[src/rtl/sil_pkg.sv]
// Constants and register map of the safety interlock latch
package sil_pkg;
    // Register byte offsets
    localparam logic [7:0] ADDR_STATUS  = 8'h00;
    localparam logic [7:0] ADDR_IRQ     = 8'h04;
    localparam logic [7:0] ADDR_MASK    = 8'h08;
    localparam logic [7:0] ADDR_CTRL    = 8'h0c;
    // Status field positions
    localparam int BIT_DOOR_OPEN   = 0;
    localparam int BIT_DOOR_LATCH  = 1;
    localparam int BIT_TEACH_LATCH = 2;
    localparam int BIT_DOOR_ERR    = 3;
    localparam int BIT_ESTOP_ERR   = 4;
    localparam int BIT_ESTOP_ACT   = 5;
    localparam int BIT_HOLD        = 6;
    localparam int BIT_PROHIBIT    = 7;
    localparam int BIT_RELEASE     = 8;
    // Irq field positions
    localparam int IRQ_DOOR_ERR    = 0;
    localparam int IRQ_ESTOP_ERR   = 1;
    localparam int IRQ_DOOR_LATCH  = 2;
    localparam int IRQ_TEACH_LATCH = 3;
    localparam int IRQ_W           = 4;
    // Ctrl field: clear both critical errors
    localparam int BIT_ERR_CLEAR   = 0;
    localparam logic [3:0] MASK_RESET = 4'h0;
    localparam logic [1:0] RESP_OKAY   = 2'b00;
    localparam logic [1:0] RESP_SLVERR = 2'b10;
    // Discrepancy limit
    localparam longint DISC_LIMIT_NS = 64'd2_000_000_000;
    localparam longint CLK_PERIOD_NS = 64'd8;
    localparam int     DISC_CYCLES   = int'((DISC_LIMIT_NS + CLK_PERIOD_NS - 1) / CLK_PERIOD_NS);
    localparam int     DISC_W        = 28;
endpackage

[src/rtl/sil_top.sv]
// Safety interlock latch: redundant-pair monitors, latches, AXI4-Lite slave
// What this block does
// - Door input pair differing two seconds continuously raises a critical error.
// - Emergency stop pair differing two seconds continuously raises a critical error.
// - Door open holds the program and prohibits manipulator power.
// - Door-open and teaching-mode events are latched until released.
// - Release input open keeps latches; closed clears the door latch once the door is shut, and the teach latch once teach mode is off.
// - Clearing teach latch with door open keeps power prohibited.
// - Release closure acknowledges a change of teaching-mode state.
// - Unconnected safety inputs read as unsafe; no normal operation.
//
// Added by the designer: the register addresses and the AXI4-Lite interface to the registers.
`timescale 1ns/1ps
`default_nettype none
module sil_disc_timer #(
    parameter int LIMIT = 250_000_000
) (
    input  wire logic clk_sys,
    input  wire logic srst,
    input  wire logic ce,
    input  wire logic in_a,
    input  wire logic in_b,
    output logic      expired
);
    logic [sil_pkg::DISC_W-1:0] count;
    wire differ = in_a ^ in_b;
    wire at_limit = (count >= sil_pkg::DISC_W'(LIMIT - 1));
    always_ff @(posedge clk_sys) begin
        if (srst) begin
            count   <= '0;
            expired <= 1'b0;
        end else if (ce) begin
            if (!differ)
                count <= '0;
            else if (!at_limit)
                count <= count + 1'b1;
            expired <= differ && at_limit;
        end
    end

    a_count_restart: assert property (@(posedge clk_sys) disable iff (srst)
        ce && !differ |=> count == '0)
        else $error("discrepancy timer not restarted on agreement");
endmodule

module sil_top #(
    parameter int DISC_CYCLES = sil_pkg::DISC_CYCLES
) (
    // Clock, reset, enable
    input  wire logic        clk_sys,
    input  wire logic        srst,
    input  wire logic        ce,
    // Safety pins: high means closed (safe); open pins read low
    input  wire logic        door_a,
    input  wire logic        door_b,
    input  wire logic        estop_a,
    input  wire logic        estop_b,
    input  wire logic        release_in,
    input  wire logic        teach_mode,
    // Safety outputs
    output logic             prog_hold,
    output logic             power_prohibit,
    output logic             critical_err,
    output logic             irq,
    // AXI4-Lite slave
    input  wire logic [7:0]  s_awaddr,
    input  wire logic        s_awvalid,
    output logic             s_awready,
    input  wire logic [31:0] s_wdata,
    input  wire logic [3:0]  s_wstrb,
    input  wire logic        s_wvalid,
    output logic             s_wready,
    output logic [1:0]       s_bresp,
    output logic             s_bvalid,
    input  wire logic        s_bready,
    input  wire logic [7:0]  s_araddr,
    input  wire logic        s_arvalid,
    output logic             s_arready,
    output logic [31:0]      s_rdata,
    output logic [1:0]       s_rresp,
    output logic             s_rvalid,
    input  wire logic        s_rready
);
    // Pin synchronisers, two stages each
    logic [5:0] sync1;
    logic [5:0] sync2;
    always_ff @(posedge clk_sys) begin
        if (srst) begin
            sync1 <= '0;
            sync2 <= '0;
        end else if (ce) begin
            sync1 <= {teach_mode, release_in, estop_b, estop_a, door_b, door_a};
            sync2 <= sync1;
        end
    end
    wire door_a_s  = sync2[0];
    wire door_b_s  = sync2[1];
    wire estop_a_s = sync2[2];
    wire estop_b_s = sync2[3];
    wire rel_s     = sync2[4];
    wire teach_s   = sync2[5];

    // Low (unconnected) counts as open / stopped
    wire door_open = !(door_a_s && door_b_s);
    wire estop_act = !(estop_a_s && estop_b_s);

    wire door_exp;
    wire estop_exp;
    sil_disc_timer #(.LIMIT(DISC_CYCLES)) u_door_timer (
        .clk_sys (clk_sys),
        .srst    (srst),
        .ce      (ce),
        .in_a    (door_a_s),
        .in_b    (door_b_s),
        .expired (door_exp)
    );
    sil_disc_timer #(.LIMIT(DISC_CYCLES)) u_estop_timer (
        .clk_sys (clk_sys),
        .srst    (srst),
        .ce      (ce),
        .in_a    (estop_a_s),
        .in_b    (estop_b_s),
        .expired (estop_exp)
    );

    // Latches and errors
    logic door_latch;
    logic teach_latch;
    logic door_err;
    logic estop_err;
    logic teach_prev;
    logic err_clear;
    // Teach latch set on entering teach mode; acknowledged by release closure
    wire teach_set  = teach_s && !teach_prev;
    wire next_door_latch  = door_open || (door_latch && !rel_s);
    wire next_teach_latch = teach_set || (teach_latch && !(rel_s && !teach_s));
    always_ff @(posedge clk_sys) begin
        if (srst) begin
            door_latch  <= 1'b1;
            teach_latch <= 1'b0;
            teach_prev  <= 1'b0;
            door_err    <= 1'b0;
            estop_err   <= 1'b0;
        end else if (ce) begin
            door_latch  <= next_door_latch;
            teach_latch <= next_teach_latch;
            teach_prev  <= teach_s;
            // Set wins over software clear
            door_err    <= door_exp || (door_err && !err_clear);
            estop_err   <= estop_exp || (estop_err && !err_clear);
        end
    end

    wire any_err = door_err || estop_err || door_exp || estop_exp;
    wire next_prohibit = door_open || door_latch || teach_latch || estop_act || any_err;
    always_ff @(posedge clk_sys) begin
        if (srst) begin
            prog_hold      <= 1'b1;
            power_prohibit <= 1'b1;
            critical_err   <= 1'b0;
        end else if (ce) begin
            prog_hold      <= door_open || door_latch || estop_act || any_err;
            power_prohibit <= next_prohibit;
            critical_err   <= any_err;
        end
    end

    // Interrupt status: sticky, write one to clear
    logic [sil_pkg::IRQ_W-1:0] irq_stat;
    logic [sil_pkg::IRQ_W-1:0] irq_mask;
    wire [sil_pkg::IRQ_W-1:0] irq_event = {teach_set, door_open && !door_latch,
                                           estop_exp, door_exp};

    // AXI4-Lite write path
    logic [7:0]  aw_addr;
    logic        aw_have;
    logic [31:0] w_data;
    logic [3:0]  w_strb;
    logic        w_have;
    wire wr_go   = aw_have && w_have && !s_bvalid;
    wire wr_stat = wr_go && (aw_addr == sil_pkg::ADDR_IRQ) && w_strb[0];
    wire wr_mask = wr_go && (aw_addr == sil_pkg::ADDR_MASK) && w_strb[0];
    wire wr_ctrl = wr_go && (aw_addr == sil_pkg::ADDR_CTRL) && w_strb[0];
    wire wr_ok   = (aw_addr == sil_pkg::ADDR_IRQ) || (aw_addr == sil_pkg::ADDR_MASK)
                   || (aw_addr == sil_pkg::ADDR_CTRL);
    wire [sil_pkg::IRQ_W-1:0] clr_bits = wr_stat ? w_data[sil_pkg::IRQ_W-1:0] : '0;
    wire [sil_pkg::IRQ_W-1:0] next_irq_stat = irq_event | (irq_stat & ~clr_bits);

    always_ff @(posedge clk_sys) begin
        if (srst) begin
            aw_addr   <= '0;
            aw_have   <= 1'b0;
            w_data    <= '0;
            w_strb    <= '0;
            w_have    <= 1'b0;
            s_awready <= 1'b0;
            s_wready  <= 1'b0;
            s_bvalid  <= 1'b0;
            s_bresp   <= sil_pkg::RESP_OKAY;
            irq_stat  <= '0;
            irq_mask  <= sil_pkg::MASK_RESET;
            err_clear <= 1'b0;
            irq       <= 1'b0;
        end else if (ce) begin
            s_awready <= !aw_have && !s_awready && s_awvalid;
            s_wready  <= !w_have && !s_wready && s_wvalid;
            if (s_awvalid && s_awready) begin
                aw_addr <= s_awaddr;
                aw_have <= 1'b1;
            end
            if (s_wvalid && s_wready) begin
                w_data <= s_wdata;
                w_strb <= s_wstrb;
                w_have <= 1'b1;
            end
            if (wr_go) begin
                aw_have  <= 1'b0;
                w_have   <= 1'b0;
                s_bvalid <= 1'b1;
                s_bresp  <= wr_ok ? sil_pkg::RESP_OKAY : sil_pkg::RESP_SLVERR;
            end else if (s_bvalid && s_bready) begin
                s_bvalid <= 1'b0;
            end
            if (wr_mask)
                irq_mask <= w_data[sil_pkg::IRQ_W-1:0];
            err_clear <= wr_ctrl && w_data[sil_pkg::BIT_ERR_CLEAR];
            irq_stat  <= next_irq_stat;
            irq       <= |(next_irq_stat & irq_mask);
        end
    end

    // AXI4-Lite read path
    logic [31:0] status_word;
    always_comb begin
        status_word = '0;
        status_word[sil_pkg::BIT_DOOR_OPEN]   = door_open;
        status_word[sil_pkg::BIT_DOOR_LATCH]  = door_latch;
        status_word[sil_pkg::BIT_TEACH_LATCH] = teach_latch;
        status_word[sil_pkg::BIT_DOOR_ERR]    = door_err;
        status_word[sil_pkg::BIT_ESTOP_ERR]   = estop_err;
        status_word[sil_pkg::BIT_ESTOP_ACT]   = estop_act;
        status_word[sil_pkg::BIT_HOLD]        = prog_hold;
        status_word[sil_pkg::BIT_PROHIBIT]    = power_prohibit;
        status_word[sil_pkg::BIT_RELEASE]     = rel_s;
    end
    wire rd_stat = (s_araddr == sil_pkg::ADDR_STATUS);
    wire rd_irq  = (s_araddr == sil_pkg::ADDR_IRQ);
    wire rd_mask = (s_araddr == sil_pkg::ADDR_MASK);
    wire rd_ctrl = (s_araddr == sil_pkg::ADDR_CTRL);
    wire [31:0] rd_word = rd_stat ? status_word :
                          rd_irq  ? {28'h0000000, irq_stat} :
                          rd_mask ? {28'h0000000, irq_mask} : 32'h0000_0000;
    wire rd_take = s_arvalid && s_arready;
    always_ff @(posedge clk_sys) begin
        if (srst) begin
            s_arready <= 1'b0;
            s_rvalid  <= 1'b0;
            s_rdata   <= '0;
            s_rresp   <= sil_pkg::RESP_OKAY;
        end else if (ce) begin
            s_arready <= s_arvalid && !s_arready && !s_rvalid;
            if (rd_take) begin
                s_rvalid <= 1'b1;
                s_rdata  <= rd_word;
                s_rresp  <= (rd_stat || rd_irq || rd_mask || rd_ctrl) ?
                            sil_pkg::RESP_OKAY : sil_pkg::RESP_SLVERR;
            end else if (s_rvalid && s_rready) begin
                s_rvalid <= 1'b0;
            end
        end
    end

    // Checks
    a_door_prohibit: assert property (@(posedge clk_sys) disable iff (srst)
        ce && door_open |=> power_prohibit && prog_hold)
        else $error("door open did not prohibit power");
    a_door_latch_hold: assert property (@(posedge clk_sys) disable iff (srst)
        ce && door_latch && !rel_s |=> door_latch)
        else $error("door latch lost while release open");
    a_latch_release: assert property (@(posedge clk_sys) disable iff (srst)
        ce && !door_open && rel_s |=> !door_latch)
        else $error("release closure did not clear door latch");
    a_teach_keep: assert property (@(posedge clk_sys) disable iff (srst)
        ce && $rose(teach_s) |=> teach_latch)
        else $error("teach entry not latched");
    a_teach_ack: assert property (@(posedge clk_sys) disable iff (srst)
        ce && teach_latch && !teach_set && rel_s && !teach_s |=> !teach_latch)
        else $error("release did not acknowledge teach change");
    a_teach_door_open: assert property (@(posedge clk_sys) disable iff (srst)
        ce && !teach_latch && door_latch |=> power_prohibit)
        else $error("power allowed with door latched");
    a_unconnected: assert property (@(posedge clk_sys) disable iff (srst)
        ce && !door_a_s && !door_b_s |=> power_prohibit)
        else $error("unconnected door allowed operation");
    a_door_err_set: assert property (@(posedge clk_sys) disable iff (srst)
        ce && door_exp |=> door_err && power_prohibit)
        else $error("door discrepancy error not raised");
    a_estop_err_set: assert property (@(posedge clk_sys) disable iff (srst)
        ce && estop_exp |=> estop_err)
        else $error("estop discrepancy error not raised");
    a_timer_restart: assert property (@(posedge clk_sys) disable iff (srst)
        ce && !(estop_a_s ^ estop_b_s) |=> !estop_exp)
        else $error("estop timer not restarted on agreement");
    c_door_err: cover property (@(posedge clk_sys) disable iff (srst) $rose(door_err));
    c_release: cover property (@(posedge clk_sys) disable iff (srst) $fell(door_latch));
    c_teach_ack: cover property (@(posedge clk_sys) disable iff (srst) $fell(teach_latch));
    c_run: cover property (@(posedge clk_sys) disable iff (srst) $fell(power_prohibit));
endmodule
`default_nettype wire

[config.mk]
export PLATFORM = sky130hd
export DESIGN_NAME = sil_top
export DESIGN_NICKNAME = d
export VERILOG_FILES = /design/src/rtl/sil_pkg.sv /design/src/rtl/sil_top.sv
export SDC_FILE = /design/constraint.sdc
export NUM_CORES = 1
export LEC_CHECK = 0
export BUFFER_PORTS_ARGS = -buffer_cell sky130_fd_sc_hd__buf_4
export CAP_MARGIN = 20
export CELL_PAD_IN_SITES_DETAIL_PLACEMENT = 0
export CELL_PAD_IN_SITES_GLOBAL_PLACEMENT = 2
export CORE_ASPECT_RATIO = 0.9
export CORE_MARGIN = 2
export CORE_UTILIZATION = 30
export CTS_BUF_LIST = sky130_fd_sc_hd__clkbuf_2 sky130_fd_sc_hd__clkbuf_4 sky130_fd_sc_hd__clkbuf_8
export DETAILED_ROUTE_END_ITERATION = 16
export GPL_TIMING_DRIVEN = 1
export PLACE_DENSITY = 0.79
export SLEW_MARGIN = 15
export SYNTH_ARGS = -nofsm -noshare
export SYNTH_HDL_FRONTEND = slang
export SYNTH_SLANG_ARGS = --single-unit
[constraint.sdc]
create_clock -name clk_sys -period 1.9 [get_ports clk_sys]
set_input_delay 0.57 -clock clk_sys [delete_from_list [all_inputs] [get_ports clk_sys]]
set_output_delay 0.57 -clock clk_sys [all_outputs]
set_load 0.005 [all_outputs]
==> impl_results.md, run 1 <==
- FF+latch count, synth: around 120
- Area growth syn-to-layout: 37.6%
- DR vias: 5644
- Vias per cell: 5.15
- Share of the synthesized area in the top cell type: 41.8%
- Worst path slowest cell: dfxtp_2
- Setup crit end kind: flop
- Critical Path RT: 2.29 ns
- Final min period: approximately 2 ns
- Post-synthesis sequential area ratio: 41.8%
- # rows: 47
- Status: complete, but fails checks
- Final worst path period share: 102%
- Initial Util: 30.8%
- Cell family with most CP delay: compound AO/OA/AOI/OAI gates
- Clock transition at the registers of the reported paths: 0.09 ns
- VDD IR max: 365 uV
- Worst Path Max Fanout: 7
- Gpl congestion: 0.823
- Leak pwr: roughly 3 nW
- Placed cells: approximately 1.0k
- Syn Area/Cell: roughly 8.3 sq um
- Gr usage total: 16.3%
- Setup CP Type: flop to flop
- Count of final max-slew check failures: 0
- First DRT Iteration DRCs: a little over 300
- Initial antenna violation count: 0
- Post-synth EDFFs: 0
- Layout cell share with drive strength beyond 1: between 30 and 40%
- Final-stage net count: ~900
- CTS buffer count: 17
- Sink Count: 119
- Drc violations: 0
- Critical path buffers and inverters: 2
- Cell Pwr Density: between 600 and 700 mW/mm^2
- Die height: about 130 um
- CTS tree: yes
- ANT cells: 0
- Top FF cell, synth: dfxtp_1
- Die X: between 100 and 150 um
- Count leader, synth: dfxtp_1
- Final Core Density: 42.4%
- Max clock buf depth: 2
- First-pass GRT wire length: 26.3 mm
- Type of origin of the critical path: flop
- Hold crit path type: input port to flop
- Vias in the first global route: 5388
- Post-route ant nets: 0
- Die Area: 0.0201 sq mm
- Pin count of the biggest net entering global routing: 36
- H-tree depth: 4
- Maxcap violations: 0
- Remaining Overflow, GRT: 0
- Max stage delay on crit path: 0.37 ns
- Critical path cell sequence: ha_4, nand4_1, o211ai_1, nand3_2, a31oi_4, buf_6, buf_4, o21a_1
- Crit path setup slack, layout: -0.0468 ns
- Commonest cells in the netlist: dfxtp_1 (119), nand2_1 (80), nor2_1 (67), o21ai_0 (54), a21oi_1 (52)
- DR pass1 iterations: 6
- WL final: roughly 17 mm
- Core Region: about 0.019 sq mm
- Routed WL per cell: 15.3 um
- Post-synth top area cell: dfxtp_1
- Final Setup Violations: 14
- Levels on crit path: 8
- Finished Layout Cells: 1096
- Final Hold Viols: 0
- Number of hold buffers added after CTS: 0
- Worst EP arrival: 2.33 ns
- Failing checks: negative setup slack
- Synth cell types: 68
- Path depth of the worst reg2reg path: 8
- R2R Setup Slk: -0.05 ns
- Clk Latency, worst-skew pair: 0.45 ns
- Clk Tree Root Cell: clkbuf_8
- Yosys warning total: 0
- Setup Skew: ~0.016 ns
- Gate Count Post-Synth: 687
- Async SR Flop Fraction: 0%
- Max Fclk: between 500 and 600 MHz
- I/O pins: 111
- Synth Cell Area: 0.00570 sq mm
- Post-DP HPWL: 11.7 mm
- RSZ-0062 raised after global routing: yes
- Port bufs: 54
- Hold path depth: 3
- Area contributors post-synth: dfxtp_1 (42%), nand2_1 (5.3%), o21ai_0 (4.7%), a21oi_1 (4.6%), mux2i_1 (4.6%)
-- layer usage --
metal  share of wire (%)  wire [um]  vias up  track usage, %
met5                   0          0        -               0
met4                 1.2        199        0            5.34
met3                 3.8        645       23            4.46
met2                  49       8190      130            26.7
met1                  46       7730     2713            20.8
li1                    -          -     2778               -
-- kinds of logic after synthesis --
kind of cell | after synthesis | synth area share (%)
adders and majority gates | 4 | 0.877
AOI/OAI and AO/OA | 185 | 20.0
other | 1 | 0.0657
muxes | 26 | 4.56
and+or+nand+nor | 285 | 26.0
xor gates and xnor gates | 2 | 0.307
DFF | 119 | 41.8
buffers and inverters | 65 | 6.40
-- placed cells by master (no fill, tap or decap), types with 13 or more instances in the layout --
cell / synthesis / final
conb_1: 1 / 25
dfxtp_1: 119 / 101
clkbuf_8: 0 / 17
buf_4: 26 / 148
nand2_1: 80 / 78
or3_1: 20 / 13
buf_6: 2 / 13
mux2i_1: 26 / 26
nand3_1: 24 / 23
a31oi_1: 14 / 14
a21oi_1: 52 / 43
o21ai_0: 54 / 34
dfxtp_2: 0 / 17
nor2_1: 67 / 66
-- layout make-up --
cell class / instances / area (sq um)
clock inverter: 14 / 140
clock buffer: 18 / 241
tap: 245 / 307
multi-input combinational: 527 / 3400
fill: 1875 / 10700
inverter: 9 / 33.8
sequential: 119 / 2410
timing repair buffer: 164 / 1320
-- flip-flops by register name (all words and copies together), names as in the netlist, 4 cells and up --
name                 count
irq_stat                 4
s_rdata                  9
sync1                    6
irq_mask                 4
u_door_timer.count      28
u_estop_timer.count     28
sync2                    6
w_data                   4
aw_addr                  8
-- per-stage QoR --
step / total power (W) / setup WS (ns) / instance area, sq um / setup TNS [ns] / hold slack (ns)
2_1_floorplan: 0.00281 / 0.00142 / 5810 / 0 / 0.428
3_3_place_gp: 0.00294 / -0.197 / 6890 / -2.62 / 0.439
3_5_place_dp: 0.00295 / -0.190 / 6890 / -3.70 / 0.448
4_1_cts: 0.00521 / -0.0191 / 7400 / -0.0296 / 0.327
5_1_grt: 0.00540 / -0.0991 / 7850 / -2.40 / 0.332
6_report: 0.00517 / -0.0468 / 7850 / -0.247 / 0.349
-- path summary, 6_finish.rpt --
| check | endpoint | start |
|---|---|---|
| setup / recovery | u_estop_timer.expired | u_estop_timer.count[0] |
| hold / removal | w_data[3] | s_wdata[3] |
| setup reg to reg | u_estop_timer.expired | u_estop_timer.count[0] |
| hold reg to reg | aw_addr[1] | aw_addr[1] |
-- tightest hold or removal path, delay by kind of cell --
family                 cells  cell delay (ns)
and+or+nand+nor            1             0.07
buffers and inverters      1             0.08
muxes                      1             0.05
-- power breakdown --
part / leakage, nW / switching (W) / internal [W]
clock: 0.191 / 0.00116 / 0.00109
combinational: 1.86 / 0.000201 / 0.000164
sequential: 0.972 / 0.0000300 / 0.00253
total: 3.03 / 0.00139 / 0.00378
-- timing repair --
action                                 in CTS  in global routing
gates resized for setup                    19                104
buffers inserted                            4                 12
endpoints found under the hold margin       0                  0
setup endpoints to repair                  35                 54
gates cloned                                0                  3
pin swaps                                  11                 38
(Power assumes the default switching activity.)
==> run 2, diff against run 1 <==
- SETUP_SLACK_MARGIN: not set -> 0.2
==> impl_results.md, run 2 (synthesis gave the netlist of run 1 again) <==
- Slew @ Worst Pin: 0.567 ns
- Finished Layout Cells: 1116
- Crit path setup slack, layout: -0.0952 ns
- Max stage delay on crit path: 0.37 ns
- I/O pins: 111
- Critical path cell sequence: and3_4, o21a_4, a31oi_4, o211ai_1, buf_4, or3_1, a21oi_1
- Cell Int Power: 0.00375 W
- Max clock buf depth: 2
- Sink Count: 119
- Final Hold Viols: 0
- Switch Pwr: 0.00141 W
- Placed cells: 1043
- Post-route ant nets: 0
- Vias in the first global route: 5578
- DR pass1 iterations: 5
- Setup CP Type: flop to flop
- Hold crit path type: input port to flop
- Count of final max-slew check failures: 0
- Worst Path Max Fanout: 6
- Final Core Density: between 40% and 50%
- Max-slew headroom: 62.2%
- Initial antenna violation count: 0
- Leak pwr: 3.20 nW
- Number of hold buffers added after CTS: 0
- Failing checks: negative setup slack
- Worst EP arrival: 2.36 ns
- Clock share of power: 43.0%
- DP Worst Slack: -0.149 ns
- Drc violations: 0
- Initial Util: between 30% and 40%
- Clock transition at the registers of the reported paths: around 0.08 ns
- ANT cells: 0
- Die X: 149 um
- Share of power burned in registers: 49.4%
- Critical Path RT: roughly 2.3 ns
- Max Fclk: approximately 500 MHz
- Final min period: ~2.0 ns
- Final Setup Violations: 18
- First-pass GRT wire length: around 27 mm
- Gpl congestion: 0.837
- Maxcap violations: 0
- Switch share: 27.3%
- Worst path slowest cell: or3_1
- CTS tree: yes
- Hold Slack: roughly 0.36 ns
- Setup Skew: 0.0106 ns
- Status: complete, but fails checks
- Final-stage net count: 928
- Post-DP HPWL: 11.5 mm
- # rows: 47
- WL final: 17.1 mm
- Area growth syn-to-layout: 46.3%
- Logic pwr share: roughly 7.5%
- Pin count of the biggest net entering global routing: 55
- Commonest non-fill, non-tap cell in the layout: buf_4
- Die Area: 0.0201 sq mm
- Remaining Overflow, GRT: 0
- Cell Pwr Density: 619 mW/mm^2
- Clk Latency, worst-skew pair: 0.44 ns
- Die height: 135 um
- Regs by FF count: u_door_timer.count (28), u_estop_timer.count (28), s_rdata (9)
- Vias per cell: 5.13
- First DRT Iteration DRCs: 306
- Setup crit end kind: flop
- Clk Tree Root Cell: clkbuf_8
- Routed WL per cell: between 15 and 20 um
- Port bufs: 54
- VDD IR max: 275 uV
- Commonest cells after routing, fill and taps aside: buf_4 (149), dfxtp_1 (86), nand2_1 (67)
- Core Region: 0.0185 sq mm
- Layout cell share with drive strength beyond 1: 41.9%
- Total Power: 0.00517 W
- CTS buffer count: 17
- Gr usage total: 16.9%
- H-tree depth: 4
- Final worst path period share: 105%
- RSZ-0062 raised after global routing: yes
- Type of origin of the critical path: flop
- DR vias: around 5.7k
run 2: changes by cell type in the layout (fill, tap and decap cells not counted), sizes merged:
| cell | delta |
|---|---|
| nand2 | +1 |
| buf | +20 |
| inv | -3 |
| clkinvlp | +2 |
| clkbuf | -2 |
| clkinv | +2 |
run 2: through the flow:
stage / cell area, sq um / TNS [ns]
final: 8350 / -1.09
after global routing: 8350 / -3.12
after CTS: 7950 / -0.119
after detailed placement: 6980 / -2.13
after global placement: 6980 / -1.26
after floorplan: 5920 / 0
run 2: worst paths after layout:
kind,endpoint,depth (start not counted),from,slack [ns]
setup / recovery,u_door_timer.count[23],7,u_door_timer.count[23],-0.1
hold / removal,sync1[5],3,teach_mode,0.36
setup reg to reg,u_door_timer.count[23],7,u_door_timer.count[23],-0.1
hold reg to reg,s_rdata[5],2,s_rdata[5],0.47
run 2: routing by layer:
metal / GRT usage (%) / wire [um] / up-vias
met1: 21.0 / 7660 / 2737
met3: 4.19 / 713 / 27
li1: - / - / 2811
met5: 0 / 0 / -
met2: 28.1 / 8420 / 155
met4: 6.93 / 336 / 0
run 2: repair_timing:
| item | CTS | global route |
|---|---|---|
| hold endpoints to repair | 0 | 0 |
| resized for setup | 119 | 89 |
| gates cloned | 3 | 0 |
| pin swaps | 70 | 37 |
| setup buffers | 29 | 9 |
| endpoints found under the setup margin | 63 | 68 |
run 2: critical path, delay by kind of cell (launching register included):
family	cells	cell delay (ns)
and+or+nand+nor	2	0.55
DFF	1	0.32
buffers and inverters	1	0.25
AOI/OAI and AO/OA	4	0.79
run 2: power by group through the flow:
| stage | Sequential [W] | Clock [W] | Combinational (W) |
|---|---|---|---|
| global route | 0.00256 | 0.00240 | 0.000425 |
| floorplan | 0.00261 | 0 | 0.000214 |
| global placement | 0.00261 | 0 | 0.000340 |
| CTS | 0.00255 | 0.00229 | 0.000370 |
| detailed placement | 0.00261 | 0 | 0.000344 |
| finish | 0.00255 | 0.00222 | 0.000390 |
run 2: final cells by class:
class / count / area [sq um]
sequential: 119 / 2440
timing repair buffer: 183 / 1520
inverter: 9 / 36.3
clock inverter: 15 / 146
fill: 1782 / 10200
clock buffer: 17 / 234
multi-input combinational: 528 / 3670
tap: 245 / 307
==> run 3, diff against run 2 <==
- BUFFER_PORTS_ARGS: -buffer_cell sky130_fd_sc_hd__buf_4 -> -buffer_cell sky130_fd_sc_hd__clkbuf_2
- CORE_UTILIZATION: 30 -> 34
- PLACE_DENSITY: 0.79 -> 0.85
- clock period: 1.9 -> 1.89 ns (I/O delays scaled with it)
==> impl_results.md, run 3 (synthesis gave the netlist of run 1 again) <==
- Setup CP Type: flop to flop
- Logic pwr share: 7.4%
- Gr usage total: 19.0%
- Critical path cell sequence: nand4_1, nor4_4, o21ai_4, buf_6, o211ai_4, buf_6, nand2_1, a21oi_2
- Setup crit end kind: flop
- Count of final max-slew check failures: 0
- Remaining Overflow, GRT: 0
- Cell Int Power: 0.00388 W
- RSZ-0062 raised after global routing: yes
- Total Power: 0.00522 W
- Commonest non-fill, non-tap cell in the layout: buf_4
- Initial antenna violation count: 0
- CTS tree: yes
- Commonest cells after routing, fill and taps aside: buf_4 (107), dfxtp_1 (79), nand2_1 (75)
- Die Area: ~0.018 sq mm
- Final Hold Viols: 0
- Clk Tree Root Cell: clkbuf_8
- VDD IR max: 657 uV
- Worst Path Max Fanout: 8
- Drc violations: 0
- First DRT Iteration DRCs: 262
- Final Setup Violations: 1
- Die height: 127 um
- Setup Skew: approximately 0.0076 ns
- Clock transition at the registers of the reported paths: around 0.07 ns
- Number of hold buffers added after CTS: 0
- Post-route ant nets: 0
- Clk Latency, worst-skew pair: about 0.45 ns
- Max Fclk: 523 MHz
- I/O pins: approximately 110
- H-tree depth: 4
- Core Region: roughly 0.016 sq mm
- Most Frequent Cell on Critical Path: buf_6
- Area occupied by multi-input gates: a little under 0.004 sq mm
- Type of origin of the critical path: flop
- Maxcap violations: 0
- Slew @ Worst Pin: 0.550 ns
- First-pass GRT wire length: 27.5 mm
- Setup tns final: -0.0223 ns
- Gpl congestion: between 0.8 and 0.9
- Vias in the first global route: 5578
- Failing checks: negative setup slack
- Area growth syn-to-layout: 49.3%
- # rows: 44
- Max stage delay on crit path: 0.37 ns
- Hold crit path type: input port to flop
- Hold Slack: 0.323 ns
- Worst EP arrival: 2.29 ns
- Cell Pwr Density: 613 mW/mm^2
- Final Instance Area: 0.00852 sq mm
- WL final: 17.1 mm
- DR vias: ~5.8k
- Switch share: approximately a quarter
- ANT cells: 0
- Sink Count: 119
- Filler cells: 1510
- Vias per cell: 5.30
- Crit path setup slack, layout: -0.0223 ns
- FF/Latch Area: between 0.002 and 0.0025 sq mm
- Port bufs: 54
- Share of power burned in registers: 49.0%
- Final worst path period share: 101%
- Die X: 141 um
- Pin count of the biggest net entering global routing: 48
- Critical Path RT: 2.27 ns
- Leak pwr: 3.33 nW
- Final Core Density: 52.3%
- Switch Pwr: about 0.0013 W
- CTS buffer count: 17
- Initial Util: between 30% and 40%
- Final-stage net count: 941
- Post-DP HPWL: 11.1 mm
- Worst path slowest cell: nor4_4
- Clock share of power: 43.6%
- Regs by FF count: u_door_timer.count (28), u_estop_timer.count (28), s_rdata (9)
- DR pass1 iterations: 5
- Status: complete, but fails checks
- Cell family with most CP delay: simple AND/OR/NAND/NOR gates
- Max clock buf depth: 2
- Critical path buffers and inverters: 2
- Layout cell share with drive strength beyond 1: 44.4%
- Final min period: 1.91 ns
- Routed WL per cell: 15.7 um
- DP Area: 0.00686 sq mm
- Max-slew headroom: 63.3%
==> run 3: what timing repair did <==
action                     4_1_cts  5_1_grt
setup buffers                   33       11
pin swaps                       64       70
gates cloned                     4        0
resized for setup              141      105
setup endpoints to repair       64       68
==> run 3: worst min-delay path, stage by stage <==
cell      delay [ns]
clkbuf_2        0.08
nand2_1         0.04
a21oi_1         0.05
==> run 3: layout make-up <==
cell class	count	area share (%)
Timing Repair Buffer	195	17.7
Inverter	9	0.397
Multi-Input combinational cell	529	45.6
Clock buffer	18	2.91
Clock inverter	12	1.53
Tap cell	207	3.04
Sequential cell	119	28.8
==> run 3: power groups by stage <==
| stage | clock [W] | sequential (W) | combinational [W] |
|---|---|---|---|
| 3_5_place_dp | 0 | 0.00263 | 0.000327 |
| 4_1_cts | 0.00232 | 0.00256 | 0.000362 |
| 2_1_floorplan | 0 | 0.00262 | 0.000215 |
| 6_report | 0.00228 | 0.00256 | 0.000387 |
| 5_1_grt | 0.00245 | 0.00256 | 0.000423 |
| 3_3_place_gp | 0 | 0.00263 | 0.000322 |
==> run 3: path summary, 6_finish.rpt <==
check                         from  cells after the start  slack [ns]                    end
max          u_door_timer.count[5]                      8       -0.02  u_door_timer.count[6]
min                    s_awaddr[1]                      3        0.32             aw_addr[1]
max reg2reg  u_door_timer.count[5]                      8       -0.02  u_door_timer.count[6]
min reg2reg             aw_addr[7]                      2        0.46             aw_addr[7]
==> run 3: stage by stage <==
stage,setup slack (ns),instances
6_report,-0.0223,1089
5_1_grt,-0.131,1089
4_1_cts,0.00379,1078
3_5_place_dp,-0.178,1011
3_3_place_gp,-0.140,1011
2_1_floorplan,0.00118,711
==> run 3: metal layers <==
layer  global-route usage [%]  up-vias  wire, um
met2                     32.3      109      8400
met4                     4.59        0       205
li1                         -     2842         -
met5                        0        -         0
met1                     24.5     2797      7810
met3                     4.53       22       689
